===== config.mk =====
export PLATFORM = sky130hd
export DESIGN_NAME = cmx_clock_mux
export DESIGN_NICKNAME = d
export VERILOG_FILES = /design/src/rtl/cmx_pkg.sv /design/src/rtl/cmx_clock_mux.sv /design/src/rtl/cmx_out_stage.sv
export SDC_FILE = /design/constraint.sdc
export NUM_CORES = 1
export LEC_CHECK = 0
export CAP_MARGIN = 5
export CORE_ASPECT_RATIO = 0.9
export CORE_MARGIN = 1
export CORE_UTILIZATION = 45
export DETAILED_ROUTE_END_ITERATION = 8
export DONT_BUFFER_PORTS = 1
export GPL_ROUTABILITY_DRIVEN = 0
export SYNTH_ARGS = -nofsm -noshare
export SYNTH_HDL_FRONTEND = slang
export SYNTH_SLANG_ARGS = --single-unit

===== constraint.sdc =====
create_clock -name clk -period 3.9 [get_ports clk]
set_clock_uncertainty 0.2 [all_clocks]
set_input_delay 0.585 -clock clk [delete_from_list [all_inputs] [get_ports clk]]
set_output_delay 0.585 -clock clk [all_outputs]
set_load 0.01 [all_outputs]

===== src/rtl/cmx_pkg.sv =====
package cmx_pkg;

  // =====================================================================
  // geometry
  localparam int NUM_CH     = 10;
  localparam int BANK_CH    = 5;
  localparam int NUM_BANKS  = 2;

  // =====================================================================
  // timing: system clock and absent-clock detection
  localparam int SYS_CLK_MHZ     = 40;
  localparam int ABSENT_TIME_NS  = 2000;  // two periods of the slowest legal clock
  localparam int ABSENT_CYC      = (ABSENT_TIME_NS * SYS_CLK_MHZ + 999) / 1000;
  localparam int TMO_W           = $clog2(ABSENT_CYC + 1);
  localparam logic [1:0] DRAIN_FALLS = 2'h2;
  localparam logic [1:0] WAIT_FALLS  = 2'h2;

  // =====================================================================
  // register map, byte offsets
  localparam logic [7:0] OFF_CTRL   = 8'h00;
  localparam logic [7:0] OFF_OE     = 8'h04;
  localparam logic [7:0] OFF_STATUS = 8'h08;
  localparam logic [7:0] OFF_FORMAT = 8'h0C;
  localparam logic [7:0] OFF_OESYNC = 8'h10;
  localparam int CTRL_SEL_BIT   = 0;
  localparam int STAT_SEL_BIT   = 0;
  localparam int STAT_ST_LSB    = 1;
  localparam int STAT_GATE_BIT  = 4;
  localparam int FMT_B_LSB      = 4;
  localparam logic       CTRL_RST = 1'h0;
  localparam logic [9:0] OE_RST   = 10'h3FF;

  // =====================================================================
  // types
  typedef enum logic [1:0] {
    STRAP_LOW  = 2'h0,
    STRAP_HIGH = 2'h1,
    STRAP_OPEN = 2'h2
  } cmx_strap_e;

  typedef struct packed {
    cmx_strap_e bit1;
    cmx_strap_e bit0;
  } cmx_fmt_strap_s;

  typedef enum logic [3:0] {
    FMT_LVPECL    = 4'h0,
    FMT_LVDS      = 4'h1,
    FMT_HCSL      = 4'h2,
    FMT_CML       = 4'h3,
    FMT_LVPECL_LP = 4'h4,
    FMT_CMOS_D3   = 4'h5,
    FMT_CMOS_D2   = 4'h6,
    FMT_CMOS_D1   = 4'h7,
    FMT_CMOS_D0   = 4'h8
  } cmx_fmt_e;

  typedef enum logic [2:0] {
    ST_RUN   = 3'b001,
    ST_DRAIN = 3'b010,
    ST_WAIT  = 3'b100
  } cmx_sw_state_e;

  typedef struct packed {
    logic tru;
    logic comp;
  } cmx_out_s;

endpackage : cmx_pkg


===== src/rtl/cmx_clock_mux.sv =====
// How it works
// - two three-level straps per bank pick the output format, fixed by wiring.
// - open/open LVPECL, low/low LVDS, high/open HCSL, low/open CML, open/high LP.
// - each strap reads low, high, or a distinct open state.
// - other strap codes give CMOS; 0/1 strongest, then 1/0, 1/1, open/0 weakest.
// - glitch-free switching for clocks 1 to 725 MHz within ten times; here a clock faster than half of the 40 MHz clk aliases.
// - after a select change, follow old clock two to three falls, then low.
// - stay low two to three falls of the new clock.
// - restart on first new-clock rising edge after both phases, never a runt.
// - absent new clock: hold output low until its edges arrive.
// - switching away from an absent clock is also glitch-free; here only a clock stopped low is left, one stopped high keeps draining.
// - output enables sampled on falling edges of the input clock.
// - disabled differential output: true low, complement high.
// - disabled single-ended output: both pins low.
// - an enable left unconnected counts as asserted.
// - select low follows clock a, select high follows clock b.
// - enable high passes the clock, low forces disabled levels.
// - enable changes take effect at the next falling edge; a select change hands over at the second falling edge of the old clock.
//
// Decided for this implementation: the AHB-Lite slave port and the register offsets.
`timescale 1ns/1ps
module cmx_clock_mux
  import cmx_pkg::*;
#(
  parameter int ABSENT_CYCLES = ABSENT_CYC  // old-clock silence before it counts as absent
) (
  input  wire logic                 clk,           // system clock, 40 MHz
  input  wire logic                 sys_rst,       // async reset, active high
  input  wire logic                 ref_clock_a,   // first reference clock, sampled
  input  wire logic                 ref_clock_b,   // second reference clock, sampled
  input  cmx_fmt_strap_s            format_strap_a, // bank a format straps
  input  cmx_fmt_strap_s            format_strap_b, // bank b format straps
  input  wire logic                 hsel,          // ahb slave select
  input  wire logic [31:0]          haddr,         // ahb address
  input  wire logic [1:0]           htrans,        // ahb transfer type
  input  wire logic                 hwrite,        // ahb write flag
  input  wire logic [2:0]           hsize,         // ahb size, word only
  input  wire logic [31:0]          hwdata,        // ahb write data
  input  wire logic                 hready,        // ahb bus ready
  output logic [31:0]               hrdata,        // ahb read data
  output logic                      hreadyout,     // always ready
  output logic                      hresp,         // always okay
  output cmx_out_s [NUM_CH-1:0]     clk_out_channel // channel output pairs
);

  // =====================================================================
  // format straps, one decode per bank
  cmx_fmt_strap_s bankStrap [NUM_BANKS];
  cmx_fmt_e       bankFmt   [NUM_BANKS];
  logic           bankDiff  [NUM_BANKS];

  assign bankStrap[0] = format_strap_a;
  assign bankStrap[1] = format_strap_b;

  // an unused strap code of 2'h3 is treated as open
  function automatic cmx_strap_e strapLevel(input cmx_strap_e s);
    strapLevel = (s == STRAP_LOW || s == STRAP_HIGH) ? s : STRAP_OPEN;
  endfunction : strapLevel

  function automatic cmx_fmt_e decodeFmt(input cmx_fmt_strap_s s);
    cmx_strap_e b1;
    cmx_strap_e b0;
    b1 = strapLevel(s.bit1);
    b0 = strapLevel(s.bit0);
    unique case ({b1, b0})
      {STRAP_OPEN, STRAP_OPEN}: decodeFmt = FMT_LVPECL;
      {STRAP_LOW,  STRAP_LOW }: decodeFmt = FMT_LVDS;
      {STRAP_HIGH, STRAP_OPEN}: decodeFmt = FMT_HCSL;
      {STRAP_LOW,  STRAP_OPEN}: decodeFmt = FMT_CML;
      {STRAP_OPEN, STRAP_HIGH}: decodeFmt = FMT_LVPECL_LP;
      {STRAP_LOW,  STRAP_HIGH}: decodeFmt = FMT_CMOS_D3;
      {STRAP_HIGH, STRAP_LOW }: decodeFmt = FMT_CMOS_D2;
      {STRAP_HIGH, STRAP_HIGH}: decodeFmt = FMT_CMOS_D1;
      default:                  decodeFmt = FMT_CMOS_D0;
    endcase
  endfunction : decodeFmt

  // codes below the first single-ended code drive a true complement
  for (genvar b = 0; b < NUM_BANKS; b++) begin : g_bank
    assign bankFmt[b]  = decodeFmt(bankStrap[b]);
    assign bankDiff[b] = (bankFmt[b] < FMT_CMOS_D3);
  end

  // =====================================================================
  // register bus, zero wait states, every response okay
  logic        ctrlSel_q;
  logic [9:0]  oeReg_q;
  logic        wrPend_q;
  logic [7:0]  wrAddr_q;
  logic [31:0] rdata_q;
  logic [31:0] rdata_d;
  logic [9:0]  oeSync;
  wire         busActive = hsel & hready & htrans[1];
  wire         busRead   = busActive & ~hwrite;
  wire         busWrite  = busActive & hwrite;
  wire  [7:0]  busOff    = {haddr[7:2], 2'b00};
  wire         wrCtrl    = wrPend_q & (wrAddr_q == OFF_CTRL);
  wire         wrOe      = wrPend_q & (wrAddr_q == OFF_OE);

  assign hreadyout = 1'b1;
  assign hresp     = 1'b0;
  assign hrdata    = rdata_q;

  // write address caught in the address phase, data in the data phase
  always_ff @(posedge clk or posedge sys_rst) begin
    if (sys_rst) begin
      wrPend_q <= 1'b0;
      wrAddr_q <= 8'h00;
    end else begin
      wrPend_q <= busWrite;
      wrAddr_q <= busOff;
    end
  end

  // enables reset to all ones so an untouched channel runs
  always_ff @(posedge clk or posedge sys_rst) begin
    if (sys_rst) begin
      ctrlSel_q <= CTRL_RST;
      oeReg_q   <= OE_RST;
    end else begin
      if (wrCtrl) ctrlSel_q <= hwdata[CTRL_SEL_BIT];
      if (wrOe)   oeReg_q   <= hwdata[9:0];
    end
  end

  // =====================================================================
  // edge detection on the sampled reference clocks
  // a clock faster than half of clk aliases here, a known limit of the sampled mux
  logic prevA_q;
  logic prevB_q;
  logic curSel_q;
  cmx_sw_state_e state_q;
  cmx_sw_state_e state_d;

  always_ff @(posedge clk or posedge sys_rst) begin
    if (sys_rst) begin
      prevA_q <= 1'b0;
      prevB_q <= 1'b0;
    end else begin
      prevA_q <= ref_clock_a;
      prevB_q <= ref_clock_b;
    end
  end

  wire fallA   = prevA_q & ~ref_clock_a;
  wire fallB   = prevB_q & ~ref_clock_b;
  wire riseA   = ~prevA_q & ref_clock_a;
  wire riseB   = ~prevB_q & ref_clock_b;
  wire srcLvl  = curSel_q ? ref_clock_b : ref_clock_a;
  wire fallCur = curSel_q ? fallB : fallA;
  wire riseCur = curSel_q ? riseB : riseA;

  // =====================================================================
  // switch sequencer: drain old clock, wait on new clock, reopen on a rise
  logic [1:0]       edgeCnt_q;
  logic [1:0]       edgeCnt_d;
  logic [TMO_W-1:0] tmo_q;
  logic [TMO_W-1:0] tmo_d;
  logic             gateOpen_q;
  logic             gateOpen_d;
  logic             curSel_d;
  wire stRun      = (state_q == ST_RUN);
  wire stDrain    = (state_q == ST_DRAIN);
  wire stWait     = (state_q == ST_WAIT);
  wire selChange  = (ctrlSel_q != curSel_q);
  // only a low old clock is cut, so a source stopped high keeps draining
  wire oldAbsent  = (tmo_q == TMO_W'(ABSENT_CYCLES)) & ~srcLvl;
  wire drainDone  = (fallCur & (edgeCnt_q == DRAIN_FALLS - 2'h1)) | oldAbsent;
  wire reopen     = stWait & (edgeCnt_q == WAIT_FALLS) & riseCur;
  // gate opens in the same cycle as the rise so the first high is whole
  wire muxOut     = srcLvl & (gateOpen_q | reopen);

  always_comb begin
    state_d    = state_q;
    edgeCnt_d  = edgeCnt_q;
    tmo_d      = tmo_q;
    gateOpen_d = gateOpen_q;
    curSel_d   = curSel_q;
    unique case (state_q)
      ST_RUN: begin
        if (selChange) begin
          state_d   = ST_DRAIN;
          edgeCnt_d = 2'h0;
          tmo_d     = '0;
        end
      end
      ST_DRAIN: begin
        // keep passing the old clock, close only while it is low
        tmo_d = fallCur ? '0 : (oldAbsent ? tmo_q : tmo_q + TMO_W'(1));
        if (drainDone) begin
          state_d    = ST_WAIT;
          gateOpen_d = 1'b0;
          curSel_d   = ~curSel_q;
          edgeCnt_d  = 2'h0;
        end else if (fallCur) begin
          edgeCnt_d = edgeCnt_q + 2'h1;
        end
      end
      ST_WAIT: begin
        // no timeout here: a silent new clock keeps the output low
        if (reopen) begin
          state_d    = ST_RUN;
          gateOpen_d = 1'b1;
        end else if (fallCur && edgeCnt_q != WAIT_FALLS) begin
          edgeCnt_d = edgeCnt_q + 2'h1;
        end
      end
    endcase
  end

  always_ff @(posedge clk or posedge sys_rst) begin
    if (sys_rst) begin
      state_q    <= ST_RUN;
      edgeCnt_q  <= 2'h0;
      tmo_q      <= '0;
      gateOpen_q <= 1'b1;
      curSel_q   <= CTRL_RST;
    end else begin
      state_q    <= state_d;
      edgeCnt_q  <= edgeCnt_d;
      tmo_q      <= tmo_d;
      gateOpen_q <= gateOpen_d;
      curSel_q   <= curSel_d;
    end
  end

  // =====================================================================
  // output channels, five to a bank, each with its own enable
  // every channel shares the gated mux; only the enable and the bank format differ per channel
  for (genvar c = 0; c < NUM_CH; c++) begin : g_chan
    cmx_out_stage u_stage (
      .clk      (clk),
      .sys_rst  (sys_rst),
      .srcLevel (muxOut),
      .fallEdge (fallCur),
      .enReq    (oeReg_q[c]),
      .isDiff   (bankDiff[c / BANK_CH]),
      .enSync   (oeSync[c]),
      .outPair  (clk_out_channel[c])
    );
  end

  // =====================================================================
  // read mux, registered in the address phase; unmapped reads give zero
  always_comb begin
    rdata_d = 32'h0000_0000;
    unique case (busOff)
      OFF_CTRL:   rdata_d[CTRL_SEL_BIT] = ctrlSel_q;
      OFF_OE:     rdata_d[9:0] = oeReg_q;
      OFF_STATUS: begin
        rdata_d[STAT_SEL_BIT] = curSel_q;
        rdata_d[STAT_ST_LSB +: 3] = state_q;
        rdata_d[STAT_GATE_BIT] = gateOpen_q;
      end
      OFF_FORMAT: begin
        rdata_d[3:0] = bankFmt[0];
        rdata_d[FMT_B_LSB +: 4] = bankFmt[1];
      end
      OFF_OESYNC: rdata_d[9:0] = oeSync;
      default:    rdata_d = 32'h0000_0000;
    endcase
  end

  always_ff @(posedge clk or posedge sys_rst) begin
    if (sys_rst) begin
      rdata_q <= 32'h0000_0000;
    end else if (busRead) begin
      rdata_q <= rdata_d;
    end
  end
endmodule : cmx_clock_mux


===== src/rtl/cmx_out_stage.sv =====
`timescale 1ns/1ps
module cmx_out_stage
  import cmx_pkg::*;
(
  input  wire logic     clk,       // system clock
  input  wire logic     sys_rst,   // async reset, active high
  input  wire logic     srcLevel,  // gated mux clock level
  input  wire logic     fallEdge,  // falling edge of active clock
  input  wire logic     enReq,     // software enable request
  input  wire logic     isDiff,    // bank uses a differential format
  output logic          enSync,    // enable as applied
  output cmx_out_s      outPair    // true and complement pins
);

  logic     enSync_q;
  cmx_out_s out_q;
  cmx_out_s out_d;

  // =====================================================================
  // enable only moves on a falling edge, so the clock is low when it does
  always_ff @(posedge clk or posedge sys_rst) begin
    if (sys_rst) begin
      enSync_q <= 1'b1;
    end else if (fallEdge) begin
      enSync_q <= enReq;
    end
  end

  // disabled levels depend on format, enabled output ignores format
  assign out_d.tru  = enSync_q & srcLevel;
  assign out_d.comp = enSync_q ? ~srcLevel : isDiff;

  always_ff @(posedge clk or posedge sys_rst) begin
    if (sys_rst) begin
      out_q <= '{tru: 1'b0, comp: 1'b0};
    end else begin
      out_q <= out_d;
    end
  end

  assign enSync  = enSync_q;
  assign outPair = out_q;
endmodule : cmx_out_stage


==> results_dict.tcl <==
set metrics [dict create \
    hold_viol_final 0 \
    syn-cell-area_sq_um 3468 \
    wl_per_cell_um 17.24 \
    worstMarginPinSlew_ns 0.8590 \
    synth_ff_type "dfrtp_1" \
    p_leak_nw 1.616 \
    antenna_cells 0 \
    yosys.area_share.simple 0.1313 \
    drt_iter0_markers 118 \
    row_count 29 \
    postRouteAntennaNets 0 \
    relSlewSlack 0.4239 \
    maxCapViolations 0 \
    synth-seq-area-share 0.5418 \
    synth_top_family_by_area "simple AND/OR/NAND/NOR gates" \
    synth_xor_xnor_area_share 0.01010 \
    initial_core_util 0.4779 \
    grt_first_pass_wirelength_um 11490 \
    yosys-top-cells-area "dfrtp_1, dfstp_2, buf_4" \
    clkPwrFrac 0.292 \
    finalMaxSlewViolations 0 \
    fmax_mhz 470.5 \
    rsz0062_at_grt "false" \
    yosysWarnings 0 \
    cp_max_fo 20 \
    fillers 670 \
    async_flop_share 1.000 \
    synth_fa_ha_area_frac 0.01443 \
    multi_input_area_sq_um 1396 \
    track_usage 0.1915 \
    dieArea_sq_um 8063 \
    critPathArrivalTime_ns 2.11 \
    fin_crit_ns 2.126 \
    vias 2187 \
    yosysUniqueCellTypes 58 \
    die_w_um 94.54 \
    via_per_inst 5.373 \
    dpl_cell_area_sq_um 3493 \
    comb_power_share 0.186 \
    status "finished clean" \
    seq_power_share 0.522 \
    fin_crit_sh 0.5450 \
    die_h_um 85.29 \
    synth_compound_area_frac 0.1180 \
    syn_to_final_growth_pct 6.927 \
    yosysTopAreaCell "dfrtp_1" \
    crit_path_start_kind "flop" \
    ys_ff_latch 74 \
    cts_buffer_depth 2 \
    cts_buffers 9 \
    cp_data_required_time_ns 3.88 \
    hpwl_um 5054 \
    p_int_mw 1.454 \
    numClockSinks 74 \
    switching_share 0.3000 \
    ir_worst_vdd_uv 261.1 \
    grt_pass1_vias 2195 \
    insertion_delay_ns 0.34 \
    tns_ns 0 \
    seq_area_sq_um 1879 \
    endpoint_kind "flop" \
    antenna_found_initial 0 \
    stdcell_area_sq_um 3709 \
    switchingPower_mw 0.6234 \
    setup_viol 0 \
    yosys-mux-area-fraction 0.1028 \
    port_buffers 0 \
    drive_above_1_share 0.1847 \
    synth_edf_count 0 \
    wl_um 7018 \
    synth_top_area_frac 0.3752 \
    synth_cells 302 \
    pin_count 138 \
    grt_max_degree 48 \
    crit_type "flop to flop" \
    clkTransAtPathRegs_ns 0.08 \
    dr.pass1.iters 4 \
    drc_errors 0 \
    ctsRootBufferMaster "clkbuf_8" \
    core_area_sq_um 7257 \
    nNetsFinal 397 \
    dp_slack_ns 1.488 \
    cts_tree "done" \
    htree_levels 3 \
    syn_area_per_cell_sq_um 11.48 \
    overflow 0 \
    hold_class "input pin to flop" \
    post_cts_buffers 0 \
    p_per_area_nw_per_um2 560.3 \
    fin_ws_ns 1.774 \
]
[flip-flops by register name, summed over array words and instances (netlist names)]
name	flops
g_chan.u_stage.outPair	20
g_chan.u_stage.enSync	10
hrdata	10
oeReg_q	10
tmo_q	7
wrAddr_q	6
state_q	3
edgeCnt_q	2
ctrlSel_q	1
curSel_q	1
gateOpen_q	1
prevA_q	1
prevB_q	1
wrPend_q	1
[through the flow]
stage / power [mW] / instances / hold WS, ns / util
floorplan: 1.403 / 324 / 0.2747 / -
global placement: 1.473 / 390 / 0.3008 / 0.4814
detailed placement: 1.490 / 390 / 0.3066 / 0.4814
CTS: 2.103 / 407 / 0.05026 / 0.5110
global route: 2.217 / 407 / 0.02934 / 0.5110
finish: 2.078 / 407 / 0.06233 / 0.5110
[power groups by stage]
stage	clock, mW	combinational (mW)	sequential [mW]
finish	0.606	0.386	1.09
global placement	0	0.377	1.10
global route	0.665	0.444	1.11
detailed placement	0	0.390	1.10
floorplan	0	0.350	1.05
CTS	0.624	0.392	1.09
[metal layers]
metal	vias up	global-route usage	share of wire
li1	1040	-	-
met2	77	0.2971	0.47
met3	5	0.08692	0.091
met1	1065	0.2461	0.43
met4	0	0.04270	0.0094
met5	-	0	0
[placed cells by master, fill, tap and decap left out, types with 2 or more instances in the layout]
cell and count:
o21ai_0 4, nor3_1 7, a22oi_1 3, nor3b_1 2, mux2_1 11, ha_1 4
mux2_2 10, buf_4 6, a221o_1 2, clkbuf_8 11, dfrtp_1 52, xor2_1 2
conb_1 24, inv_1 14, a22o_1 7, nand2b_1 7, or3b_1 2, and3_1 2
a21oi_1 8, xnor2_1 2, mux2i_1 12, and2_1 10, nand3_1 2, nor2_1 12
nand4b_1 2, nand2_1 15, nor4_1 3, o21ai_1 14, clkinvlp_4 2, a31oi_1 2
dfstp_2 22, and4_1 2, a211oi_1 6
[kinds of logic after synthesis]
family / Yosys count
and+or+nand+nor: 77
DFF: 74
AOI/OAI and AO/OA: 60
buffers and inverters: 48
muxes: 33
adders and majority gates: 4
xor gates and xnor gates: 4
other: 2
[area by class of cell]
type                            instances  share of cell area
Clock buffer                           12             0.04184
Multi-Input combinational cell        202              0.3765
Inverter                               15             0.01518
Tap cell                               93             0.03138
Sequential cell                        74              0.5067
Timing Repair Buffer                    7             0.01484
Clock inverter                          4             0.01350
[what timing repair did]
| action | 4_1_cts | 5_1_grt |
|---|---|---|
| endpoints found under the hold margin | 18 | 0 |
| gates resized for setup | 0 | 0 |
| hold buffers | 1 | 0 |
[worst paths after layout]
| check | from | endpoint | slack, ns | depth (start not counted) |
|---|---|---|---|---|
| min in group asynchronous | sys_rst | g_chan[4].u_stage.outPair[0]$_DFF_PP0_ | 0.56 | 2 |
| hold / removal | haddr[6] | wrAddr_q[6]$_DFF_PP0_ | 0.06 | 0 |
| hold reg to reg | edgeCnt_q[1]$_DFFE_PP0P_ | edgeCnt_q[1]$_DFFE_PP0P_ | 0.32 | 2 |
| max in group asynchronous | sys_rst | oeReg_q[0]$_DFFE_PP1P_ | 1.96 | 3 |
| setup / recovery | state_q[2]$_DFFE_PP0P_ | g_chan[0].u_stage.outPair[0]$_DFF_PP0_ | 1.77 | 6 |
| setup reg to reg | state_q[2]$_DFFE_PP0P_ | g_chan[0].u_stage.outPair[0]$_DFF_PP0_ | 1.77 | 6 |
[critical path: stages (launching register included)]
cell and delay [ns]:
dfrtp_1 0.44, nor3b_1 0.51, o211a_1 0.29, nor2_1 0.06, nor2_1 0.08, buf_4 0.24
mux2i_1 0.12
[synthesized netlist by cell type, types with 2 or more instances]
cell type / instances
buf_4: 24
a221o_1: 2
o21ai_0: 4
buf_2: 4
dfrtp_1: 52
a31oi_1: 2
xor2_1: 2
nor3_1: 7
a22oi_1: 3
mux2_2: 10
xnor2_1: 2
nand4b_1: 2
nor3b_1: 2
dfstp_2: 22
mux2i_1: 12
ha_1: 4
a22o_1: 7
inv_1: 15
mux2_1: 11
and3_1: 2
clkbuf_1: 5
nor2_1: 12
nand2b_1: 7
and4_1: 2
and2_1: 10
a21oi_1: 8
or3b_1: 2
conb_1: 2
nand3_1: 2
o21ai_1: 14
a211oi_1: 6
nand2_1: 15
nor4_1: 3
(Power assumes the default switching activity.)
